$ cat src/core/cssw_pkg.sv
// constants, types and state record of the clock source switcher
package cssw_pkg;
    // ------------------------------------------------------------
    // register map
    // ------------------------------------------------------------
    localparam logic [13:0] CTRL_IDX  = 14'h0742;
    localparam logic [15:0] CTRL_ADDR = {CTRL_IDX, 2'b00};
    localparam logic [15:0] STAT_ADDR = CTRL_ADDR + 16'h0004;
    localparam int CUR_LSB    = 12;
    localparam int NXT_LSB    = 8;
    localparam int FREEZE_BIT = 7;
    localparam int LOCK_BIT   = 5;
    localparam int CF_BIT     = 3;
    localparam int KEEP_BIT   = 1;
    localparam int SWREQ_BIT  = 0;
    localparam int ST_BUSY_BIT = 2;
    localparam int ST_OSC_LSB  = 4;
    localparam int ST_PLL_BIT  = 8;
    // ------------------------------------------------------------
    // unlock keys
    // ------------------------------------------------------------
    localparam logic [7:0] KEY_HI1 = 8'h78;
    localparam logic [7:0] KEY_HI2 = 8'h9a;
    localparam logic [7:0] KEY_LO1 = 8'h46;
    localparam logic [7:0] KEY_LO2 = 8'h57;
    // ------------------------------------------------------------
    // sources, oscillators, modes, timing
    // ------------------------------------------------------------
    localparam logic [2:0] SRC_FRC     = 3'h0;
    localparam logic [2:0] SRC_FRC_PLL = 3'h1;
    localparam logic [2:0] SRC_PRI     = 3'h2;
    localparam logic [2:0] SRC_PRI_PLL = 3'h3;
    localparam logic [2:0] SRC_SEC     = 3'h4;
    localparam logic [2:0] SRC_LOW_POWER_RC_OSC    = 3'h5;
    localparam logic [2:0] SRC_FRC_DIV = 3'h7;
    localparam int OSC_FRC  = 0;
    localparam int OSC_PRI  = 1;
    localparam int OSC_SEC  = 2;
    localparam int OSC_LOW_POWER_RC_OSC = 3;
    localparam logic [1:0] MODE_SW_ONLY = 2'h1;
    localparam int OST_CYCLES_DEF = 1024;
    // ------------------------------------------------------------
    // types
    // ------------------------------------------------------------
    typedef enum logic [2:0] {ST_IDLE, ST_START, ST_WAIT_OSC, ST_WAIT_PLL, ST_SWAP} cssw_st_t;
    typedef enum logic [1:0] {UL_IDLE, UL_KEY1, UL_OPEN} cssw_ul_t;
    typedef struct packed {
        cssw_st_t    st;
        cssw_ul_t    uhi;
        cssw_ul_t    ulo;
        logic [2:0]  cur;
        logic [2:0]  nxt;
        logic        swreq;
        logic        cf;
        logic        lock;
        logic        freeze;
        logic        keep_on;
        logic [1:0]  mode;
        logic        boot;
        logic [15:0] cnt;
        logic [3:0]  osc_en;
        logic        pll;
        logic        rdy;
        logic        err;
        logic [31:0] rdata;
    } cssw_state_t;
    localparam cssw_state_t STATE_RST = '{st: ST_IDLE, uhi: UL_IDLE, ulo: UL_IDLE,
                                          cur: SRC_FRC, boot: 1'b1, default: '0};
endpackage : cssw_pkg

$ cat src/core/cssw_switcher.sv
// clock source switcher: apb control register, unlock, switch sequencer
//
// The APB interface to the registers and the register addresses were chosen for this implementation.
`timescale 1ns/100ps
`default_nettype none
module cssw_switcher #(
    parameter int OST_CYCLES = cssw_pkg::OST_CYCLES_DEF
) (
    input  wire logic        CLK,
    input  wire logic        RESETN,
    input  wire logic        PSEL,
    input  wire logic        PENABLE,
    input  wire logic        PWRITE,
    input  wire logic [15:0] PADDR,
    input  wire logic [31:0] PWDATA,
    input  wire logic [3:0]  PSTRB,
    output logic      [31:0] PRDATA,
    output logic             PREADY,
    output logic             PSLVERR,
    input  wire logic [2:0]  STRAP_SRC,
    input  wire logic [1:0]  STRAP_MODE,
    input  wire logic        STRAP_TWO_SPEED,
    input  wire logic        WDT_EN,
    input  wire logic [3:0]  OSC_OK,
    input  wire logic        PLL_LOCKED,
    input  wire logic        CLK_FAIL,
    input  wire logic        SLEEP_REQ,
    output logic      [3:0]  OSC_EN,
    output logic             PLL_EN,
    output logic      [2:0]  SYS_SEL
);
    // ------------------------------------------------------------
    // source decoding
    // ------------------------------------------------------------
    function automatic logic [3:0] src_osc(input logic [2:0] src);
        logic [3:0] oh;
        oh = 4'h0;
        case (src)
            cssw_pkg::SRC_FRC, cssw_pkg::SRC_FRC_PLL,
            cssw_pkg::SRC_FRC_DIV: oh[cssw_pkg::OSC_FRC] = 1'b1;
            cssw_pkg::SRC_PRI, cssw_pkg::SRC_PRI_PLL: oh[cssw_pkg::OSC_PRI] = 1'b1;
            cssw_pkg::SRC_SEC:  oh[cssw_pkg::OSC_SEC] = 1'b1;
            cssw_pkg::SRC_LOW_POWER_RC_OSC: oh[cssw_pkg::OSC_LOW_POWER_RC_OSC] = 1'b1;
            default: oh = 4'h0;
        endcase
        return oh;
    endfunction : src_osc

    function automatic logic src_pll(input logic [2:0] src);
        return (src == cssw_pkg::SRC_FRC_PLL) || (src == cssw_pkg::SRC_PRI_PLL);
    endfunction : src_pll

    function automatic logic src_xtal(input logic [2:0] src);
        logic [3:0] oh;
        oh = src_osc(src);
        return oh[cssw_pkg::OSC_PRI] | oh[cssw_pkg::OSC_SEC];
    endfunction : src_xtal

    // ------------------------------------------------------------
    // state
    // ------------------------------------------------------------
    cssw_pkg::cssw_state_t s_q;
    cssw_pkg::cssw_state_t s_d;
    logic       acc;
    logic       hit_ctrl;
    logic       hit_stat;
    logic       hi_w;
    logic       lo_w;
    logic       sw_en;
    logic       fsm_on;
    logic       allowed;
    logic       req_set;
    logic       req_clr;
    logic       fail_hit;
    logic       tgt_ok;
    logic [3:0] keep;

    always_comb begin
        s_d      = s_q;
        hit_ctrl = (PADDR == cssw_pkg::CTRL_ADDR);
        hit_stat = (PADDR == cssw_pkg::STAT_ADDR);
        acc      = PSEL & PENABLE & s_q.rdy;
        hi_w     = acc & PWRITE & hit_ctrl & PSTRB[1];
        lo_w     = acc & PWRITE & hit_ctrl & PSTRB[0];
        sw_en    = ~s_q.mode[1];
        fsm_on   = sw_en & ~s_q.mode[0];
        allowed  = sw_en & ~(s_q.freeze & (s_q.mode == cssw_pkg::MODE_SW_ONLY));
        req_set  = 1'b0;
        req_clr  = 1'b0;
        fail_hit = CLK_FAIL & fsm_on;
        tgt_ok   = |(src_osc(s_q.nxt) & OSC_OK);
        keep     = 4'h0;

        // --------------------------------------------------------
        // apb slave: one wait state, registered answer
        // --------------------------------------------------------
        s_d.rdy = PSEL & PENABLE & ~s_q.rdy;
        s_d.err = s_d.rdy & ~(hit_ctrl | hit_stat);
        s_d.rdata = 32'h0;
        if (s_d.rdy && !PWRITE && hit_ctrl) begin
            s_d.rdata[cssw_pkg::CUR_LSB +: 3] = s_q.cur;
            s_d.rdata[cssw_pkg::NXT_LSB +: 3] = s_q.nxt;
            s_d.rdata[cssw_pkg::FREEZE_BIT]   = s_q.freeze;
            s_d.rdata[cssw_pkg::LOCK_BIT]     = s_q.lock;
            s_d.rdata[cssw_pkg::CF_BIT]       = s_q.cf;
            s_d.rdata[cssw_pkg::KEEP_BIT]     = s_q.keep_on;
            s_d.rdata[cssw_pkg::SWREQ_BIT]    = s_q.swreq;
        end else if (s_d.rdy && !PWRITE && hit_stat) begin
            s_d.rdata[1:0]                      = s_q.mode;
            s_d.rdata[cssw_pkg::ST_BUSY_BIT]    = (s_q.st != cssw_pkg::ST_IDLE);
            s_d.rdata[cssw_pkg::ST_OSC_LSB +: 4] = s_q.osc_en;
            s_d.rdata[cssw_pkg::ST_PLL_BIT]     = s_q.pll;
        end

        // --------------------------------------------------------
        // unlock sequences, one each for byte lanes 1 and 0
        // --------------------------------------------------------
        if (acc) begin
            if (s_q.uhi == cssw_pkg::UL_OPEN) begin
                s_d.uhi = cssw_pkg::UL_IDLE;
                if (hi_w && s_q.st == cssw_pkg::ST_IDLE) begin
                    s_d.nxt = PWDATA[cssw_pkg::NXT_LSB +: 3];
                end
            end else if (s_q.uhi == cssw_pkg::UL_KEY1 && hi_w
                         && PWDATA[15:8] == cssw_pkg::KEY_HI2) begin
                s_d.uhi = cssw_pkg::UL_OPEN;
            end else if (hi_w && PWDATA[15:8] == cssw_pkg::KEY_HI1) begin
                s_d.uhi = cssw_pkg::UL_KEY1;
            end else begin
                s_d.uhi = cssw_pkg::UL_IDLE;
            end
            if (s_q.ulo == cssw_pkg::UL_OPEN) begin
                s_d.ulo = cssw_pkg::UL_IDLE;
                if (lo_w) begin
                    s_d.freeze = s_q.freeze | PWDATA[cssw_pkg::FREEZE_BIT];
                    s_d.keep_on = PWDATA[cssw_pkg::KEEP_BIT];
                    if (!PWDATA[cssw_pkg::CF_BIT]) begin
                        s_d.cf = 1'b0;
                    end
                    req_set = PWDATA[cssw_pkg::SWREQ_BIT] & allowed;
                    req_clr = ~PWDATA[cssw_pkg::SWREQ_BIT] & s_q.swreq;
                end
            end else if (s_q.ulo == cssw_pkg::UL_KEY1 && lo_w
                         && PWDATA[7:0] == cssw_pkg::KEY_LO2) begin
                s_d.ulo = cssw_pkg::UL_OPEN;
            end else if (lo_w && PWDATA[7:0] == cssw_pkg::KEY_LO1) begin
                s_d.ulo = cssw_pkg::UL_KEY1;
            end else begin
                s_d.ulo = cssw_pkg::UL_IDLE;
            end
        end

        // --------------------------------------------------------
        // switch sequencer
        // --------------------------------------------------------
        if (s_q.boot) begin
            s_d.boot = 1'b0;
            s_d.mode = STRAP_MODE;
            if (STRAP_TWO_SPEED && STRAP_SRC != cssw_pkg::SRC_FRC) begin
                s_d.nxt   = STRAP_SRC;
                s_d.swreq = 1'b1;
                s_d.st    = cssw_pkg::ST_START;
            end else begin
                s_d.cur = STRAP_SRC;
                s_d.nxt = STRAP_SRC;
            end
        end else if (req_clr) begin
            s_d.swreq = 1'b0;
            s_d.st    = cssw_pkg::ST_IDLE;
            s_d.cnt   = 16'h0;
        end else if (req_set) begin
            if (s_q.nxt == s_q.cur) begin
                s_d.swreq = 1'b0;
                s_d.st    = cssw_pkg::ST_IDLE;
            end else begin
                s_d.swreq = 1'b1;
                s_d.st    = cssw_pkg::ST_START;
                s_d.cf    = 1'b0;
            end
        end else begin
            case (s_q.st)
                cssw_pkg::ST_IDLE: begin
                    s_d.cnt = 16'h0;
                end
                cssw_pkg::ST_START: begin
                    s_d.cnt = 16'h0;
                    s_d.st  = cssw_pkg::ST_WAIT_OSC;
                end
                cssw_pkg::ST_WAIT_OSC: begin
                    if (!tgt_ok) begin
                        s_d.cnt = 16'h0;
                    end else if (src_xtal(s_q.nxt)
                                 && s_q.cnt != 16'(OST_CYCLES - 1)) begin
                        s_d.cnt = s_q.cnt + 16'h1;
                    end else if (src_pll(s_q.nxt)) begin
                        s_d.st = cssw_pkg::ST_WAIT_PLL;
                    end else begin
                        s_d.st = cssw_pkg::ST_SWAP;
                    end
                end
                cssw_pkg::ST_WAIT_PLL: begin
                    if (s_q.lock && PLL_LOCKED) begin
                        s_d.st = cssw_pkg::ST_SWAP;
                    end
                end
                cssw_pkg::ST_SWAP: begin
                    s_d.cur   = s_q.nxt;
                    s_d.swreq = 1'b0;
                    s_d.st    = cssw_pkg::ST_IDLE;
                end
                default: begin
                    s_d.st = cssw_pkg::ST_IDLE;
                end
            endcase
        end

        if (SLEEP_REQ && s_q.st != cssw_pkg::ST_IDLE) begin
            s_d.st    = cssw_pkg::ST_IDLE;
            s_d.swreq = 1'b0;
            s_d.cur   = s_q.cur;
            s_d.cnt   = 16'h0;
        end
        if (fail_hit) begin
            s_d.cur   = cssw_pkg::SRC_FRC;
            s_d.cf    = 1'b1;
            s_d.swreq = 1'b0;
            s_d.st    = cssw_pkg::ST_IDLE;
            s_d.cnt   = 16'h0;
        end

        // --------------------------------------------------------
        // oscillator and pll enables, lock status
        // --------------------------------------------------------
        keep[cssw_pkg::OSC_LOW_POWER_RC_OSC] = WDT_EN | fsm_on;
        keep[cssw_pkg::OSC_SEC]  = s_d.keep_on;
        s_d.osc_en = src_osc(s_d.cur) | keep;
        if (s_d.st != cssw_pkg::ST_IDLE) begin
            s_d.osc_en = s_d.osc_en | src_osc(s_d.nxt);
        end
        s_d.pll = src_pll(s_d.cur)
                  | (src_pll(s_d.nxt) && (s_d.st == cssw_pkg::ST_WAIT_PLL
                                          || s_d.st == cssw_pkg::ST_SWAP));
        if (s_d.st == cssw_pkg::ST_START) begin
            s_d.lock = 1'b0;
        end else begin
            s_d.lock = PLL_LOCKED & s_q.pll;
        end
    end

    always_ff @(posedge CLK) begin
        if (!RESETN) begin
            s_q <= cssw_pkg::STATE_RST;
        end else begin
            s_q <= s_d;
        end
    end

    // ------------------------------------------------------------
    // outputs
    // ------------------------------------------------------------
    assign PRDATA  = s_q.rdata;
    assign PREADY  = s_q.rdy;
    assign PSLVERR = s_q.err;
    assign OSC_EN  = s_q.osc_en;
    assign PLL_EN  = s_q.pll;
    assign SYS_SEL = s_q.cur;

    // ------------------------------------------------------------
    // assertions
    // ------------------------------------------------------------
    localparam int OST_LAST = OST_CYCLES - 1;
endmodule : cssw_switcher
`default_nettype wire

$ cat config.mk
export PLATFORM = sky130hd
export DESIGN_NAME = cssw_switcher
export DESIGN_NICKNAME = d
export VERILOG_FILES = /design/src/core/cssw_pkg.sv /design/src/core/cssw_switcher.sv
export SDC_FILE = /design/constraint.sdc
export NUM_CORES = 1
export LEC_CHECK = 0
export BUFFER_PORTS_ARGS = -buffer_cell sky130_fd_sc_hd__buf_2
export CAP_MARGIN = 10
export CORE_MARGIN = 5
export CORE_UTILIZATION = 55
export CTS_BUF_LIST = sky130_fd_sc_hd__clkbuf_4 sky130_fd_sc_hd__clkbuf_8 sky130_fd_sc_hd__clkbuf_16
export DETAILED_ROUTE_END_ITERATION = 8
export MAX_ROUTING_LAYER = met4
export PLACE_DENSITY = 0.85
export SYNTH_ARGS = -nofsm -noshare
export SYNTH_HDL_FRONTEND = slang
export SYNTH_SLANG_ARGS = --single-unit
$ cat constraint.sdc
create_clock -name CLK -period 5.4 [get_ports CLK]
set_input_delay 0.54 -clock CLK [delete_from_list [all_inputs] [get_ports CLK]]
set_output_delay 0.54 -clock CLK [all_outputs]
set_load 0.05 [all_outputs]
==> flow_summary_export.csv <==
group,metric,value,unit
outcome,status,"finished clean",
logic_synthesis,synth-seq-cells,58,
global_route,grt_pass1_vias,3062,
cts,post_cts_resized,0,
cells_and_area,mostFrequentLayoutCell,"buf_2",
cts,cts_sinks,58,
power,clockPowerShare,44.1,%
sta,setup_viol,0,
power,ir_worst_vdd,0.000180,V
power,p_comb_share,14.2,%
routing,dr_total_vias,3087,
sta,fmax,315,MHz
routing,drtIter0Drc,313,
power,powerDensity,288,nW/µm²
worst_setup_path,end_kind,"flip-flop",
flow_run,cap_violations,0,
sta,rsz0062_at_grt,"false",
routing,wl,8.39,mm
cells_and_area,fin_area,3760,µm²
power,power.switching,299,µW
die,core_area,5960,µm²
cells_and_area,drive_gt1_share,27.9,%
placed_design,dpl_cell_area,3520,µm²
worst_setup_path,worstPathRequired,5640,ps
cells_and_area,final_cell_mix,"76 x buf_2, 58 x dfxtp_1, 47 x nor2_1",
worst_setup_path,cp.arrival,3410,ps
cells_and_area,fillers,508,
hold_path,whs_endpoint,"s_q[56]",
power,power.share.switching,27.6,%
global_route,grt_pass1_wl,13.8,mm
placed_design,post-place-cells,504,
power,power.sequential.fraction,41.8,%
power,power.total,1080,µW
routing,via_per_inst,5.94,
global_route,grt_max_degree,17,
logic_synthesis,synth.distinct_cells,86,
cells_and_area,final_cells,520,
hold_path,hp-start,"STRAP_MODE[0]",
die,row_count,28,
worst_setup_path,cp_max_fo,13,
cts,cts_buffer_depth,2,
logic_synthesis,synth-main-ff-cell,"dfxtp_1",
worst_setup_path,critPathKind,"flip-flop to flip-flop",
logic_synthesis,async_flop_share,0,%
cells_and_area,final_core_util,63.1,%
cts,root_buffer,"clkbuf_8",
die,fp.dieArea,7840,µm²
cts,cts_tree,"done",
global_route,gr-total-overflow,0,
logic_synthesis,synth_area,3390,µm²
worst_setup_path,ff2ff_path_depth,8,
global_route,grt_usage,23.5,%
logic_synthesis,synthesis.instances,390,
hold_path,hold_depth,3,
routing,first_pass_iters,6,
cells_and_area,diodes,0,
cts,worstSkewPairLatency,340,ps
sta,drv_slew,0,
sta,post-route-min-period,3170,ps
cts,postCtsSetupBuffers,0,
logic_synthesis,syn-mean-instance-area,8.70,µm²
hold_path,hp-class,"input port to flip-flop",
sta,clock_skew,13.1,ps
power,cellLeakagePower,0.00159,µW
die,die_y,88.6,µm
die,die_w,88.6,µm
die,ios,113,
cts,holdBufCountCts,0,
sta,tightestPinTransition,902,ps
die,initial_core_util,57.0,%
power,intPower,782,µW
placed_design,port_buffers,76,
worst_setup_path,regToRegSetupSlack,2230,ps
logic_synthesis,synth_seq_area_share,34.2,%
cts,cts.clk_slew.worst_paths,70,ps
sta,finalSetupTns,0,ps
routing,drc_errors,0,
routing,wl_per_cell,16.1,µm
logic_synthesis,ys_warn_count,0,
worst_setup_path,critPathLaunchType,"flip-flop",
sta,slew_headroom,39.5,%
placed_design,gp_congestion,0.917,
placed_design,hpwl,6.15,mm
routing,antenna_left,0,
global_route,antenna_found_initial,0,
cells_and_area,nNetsFinal,512,
cts,cts_buffers,9,
sta,finalHoldViolCount,0,
cts,htreeDepth,3,
worst_setup_path,regToRegStartpoint,"s_q[65]",
worst_setup_path,rr_endpoint,"s_q[51]",
sta,min_period_over_period,58.7,%
logic_synthesis,synth_edf_count,0,
cells_and_area,area_growth,10.7,%
## power by group through the flow
stage / Clock (µW) / Sequential, µW / Combinational [µW]
after floorplan: 0 / 456 / 127
after global placement: 0 / 460 / 146
after detailed placement: 0 / 460 / 149
after CTS: 482 / 451 / 151
after global routing: 508 / 452 / 165
final: 476 / 451 / 153
## stage by stage
| step | setup slack (ps) | hold WS (ps) |
|---|---|---|
| global route | 2000 | 457 |
| detailed placement | 1940 | 464 |
| finish | 2230 | 442 |
| global placement | 1980 | 451 |
| CTS | 2230 | 431 |
| floorplan | 2640 | 430 |
## worst max-delay path, stage by stage, from the launching register on
cell	delay [ps]
dfxtp_1	510
inv_1	200
a31oi_1	420
a32oi_1	210
a221o_2	440
o21ai_1	720
o21bai_1	230
o21ai_0	110
a22o_1	230
## state kept, by name, indices dropped and copies added, names as in the netlist
register  count
PLL_EN        1
PRDATA       14
PSLVERR       1
SYS_SEL       3
s_q          34
OSC_EN        4
PREADY        1
## area by class of cell
class                      instances  area [µm²]  share of cell area (%)
tap                               75        93.8                    2.50
inverter                          11        41.3                    1.10
timing repair buffer              76         380                    10.1
multi-input combinational        284        1840                    49.1
sequential                        58        1160                    30.9
clock buffer                      12         165                    4.39
clock inverter                     4        72.6                    1.93
## how the worst max path moves through the flow
stage,from,to,slack [ps],depth (start not counted)
2_1_floorplan,PREADY,OSC_EN[0],2640,7
3_3_place_gp,PSEL,s_q[51],1980,9
3_5_place_dp,PSEL,s_q[51],1940,9
4_1_cts,PREADY,s_q[51],2230,8
5_1_grt,PREADY,s_q[51],2000,8
6_report,s_q[65],s_q[51],2230,8
## cells in the mapped netlist (2+ instances only)
library cell,count,share of area [%]
a211oi_1,3,0.66
a21oi_1,15,2.2
a221oi_1,2,0.52
a22o_1,2,0.52
a31oi_1,4,0.74
a32o_1,2,0.59
a32oi_1,2,0.52
a41oi_1,2,0.52
and2_1,9,1.7
and2b_2,4,1.0
and3_1,5,0.92
buf_4,41,9.1
buf_6,3,1.0
clkbuf_1,5,0.55
clkbuf_8,3,1.2
dfxtp_1,58,34
inv_1,10,1.1
mux2i_1,14,4.1
nand2_1,21,2.3
nand3_1,15,2.2
nand3b_1,3,0.66
nand4_1,10,1.8
nand4b_1,2,0.52
nor2_1,47,5.2
nor2b_1,3,0.55
nor3_1,8,1.2
nor3b_1,2,0.44
nor4_1,2,0.37
nor4bb_1,2,0.59
o21ai_0,12,1.8
o21ai_1,3,0.44
o31ai_1,5,1.1
or3_1,4,0.74
or3b_2,2,0.52
or3b_4,2,0.66
or4b_1,2,0.59
xnor2_1,5,1.3
xor2_1,8,2.1
## kinds of logic (layout without fill, tap and decap cells)
logic type / count (synthesis) / in the layout / share of synthesized area, %
and+or+nand+nor: 161 / 161 / 27.2
AOI/OAI and AO/OA: 76 / 76 / 16.9
buffers and inverters: 65 / 103 / 13.3
DFF: 58 / 58 / 34.2
muxes: 15 / 15 / 4.46
xor gates and xnor gates: 13 / 13 / 3.35
adders and majority gates: 1 / 1 / 0.369
other: 1 / 18 / 0.110
## per-layer routing
metal  global-route usage, %  wire length, µm
met1                    28.0             3440
met2                    37.5             3860
met3                    4.93              860
met4                    11.8              231
met5                       -                0
Power figures use the tool's default switching activity.
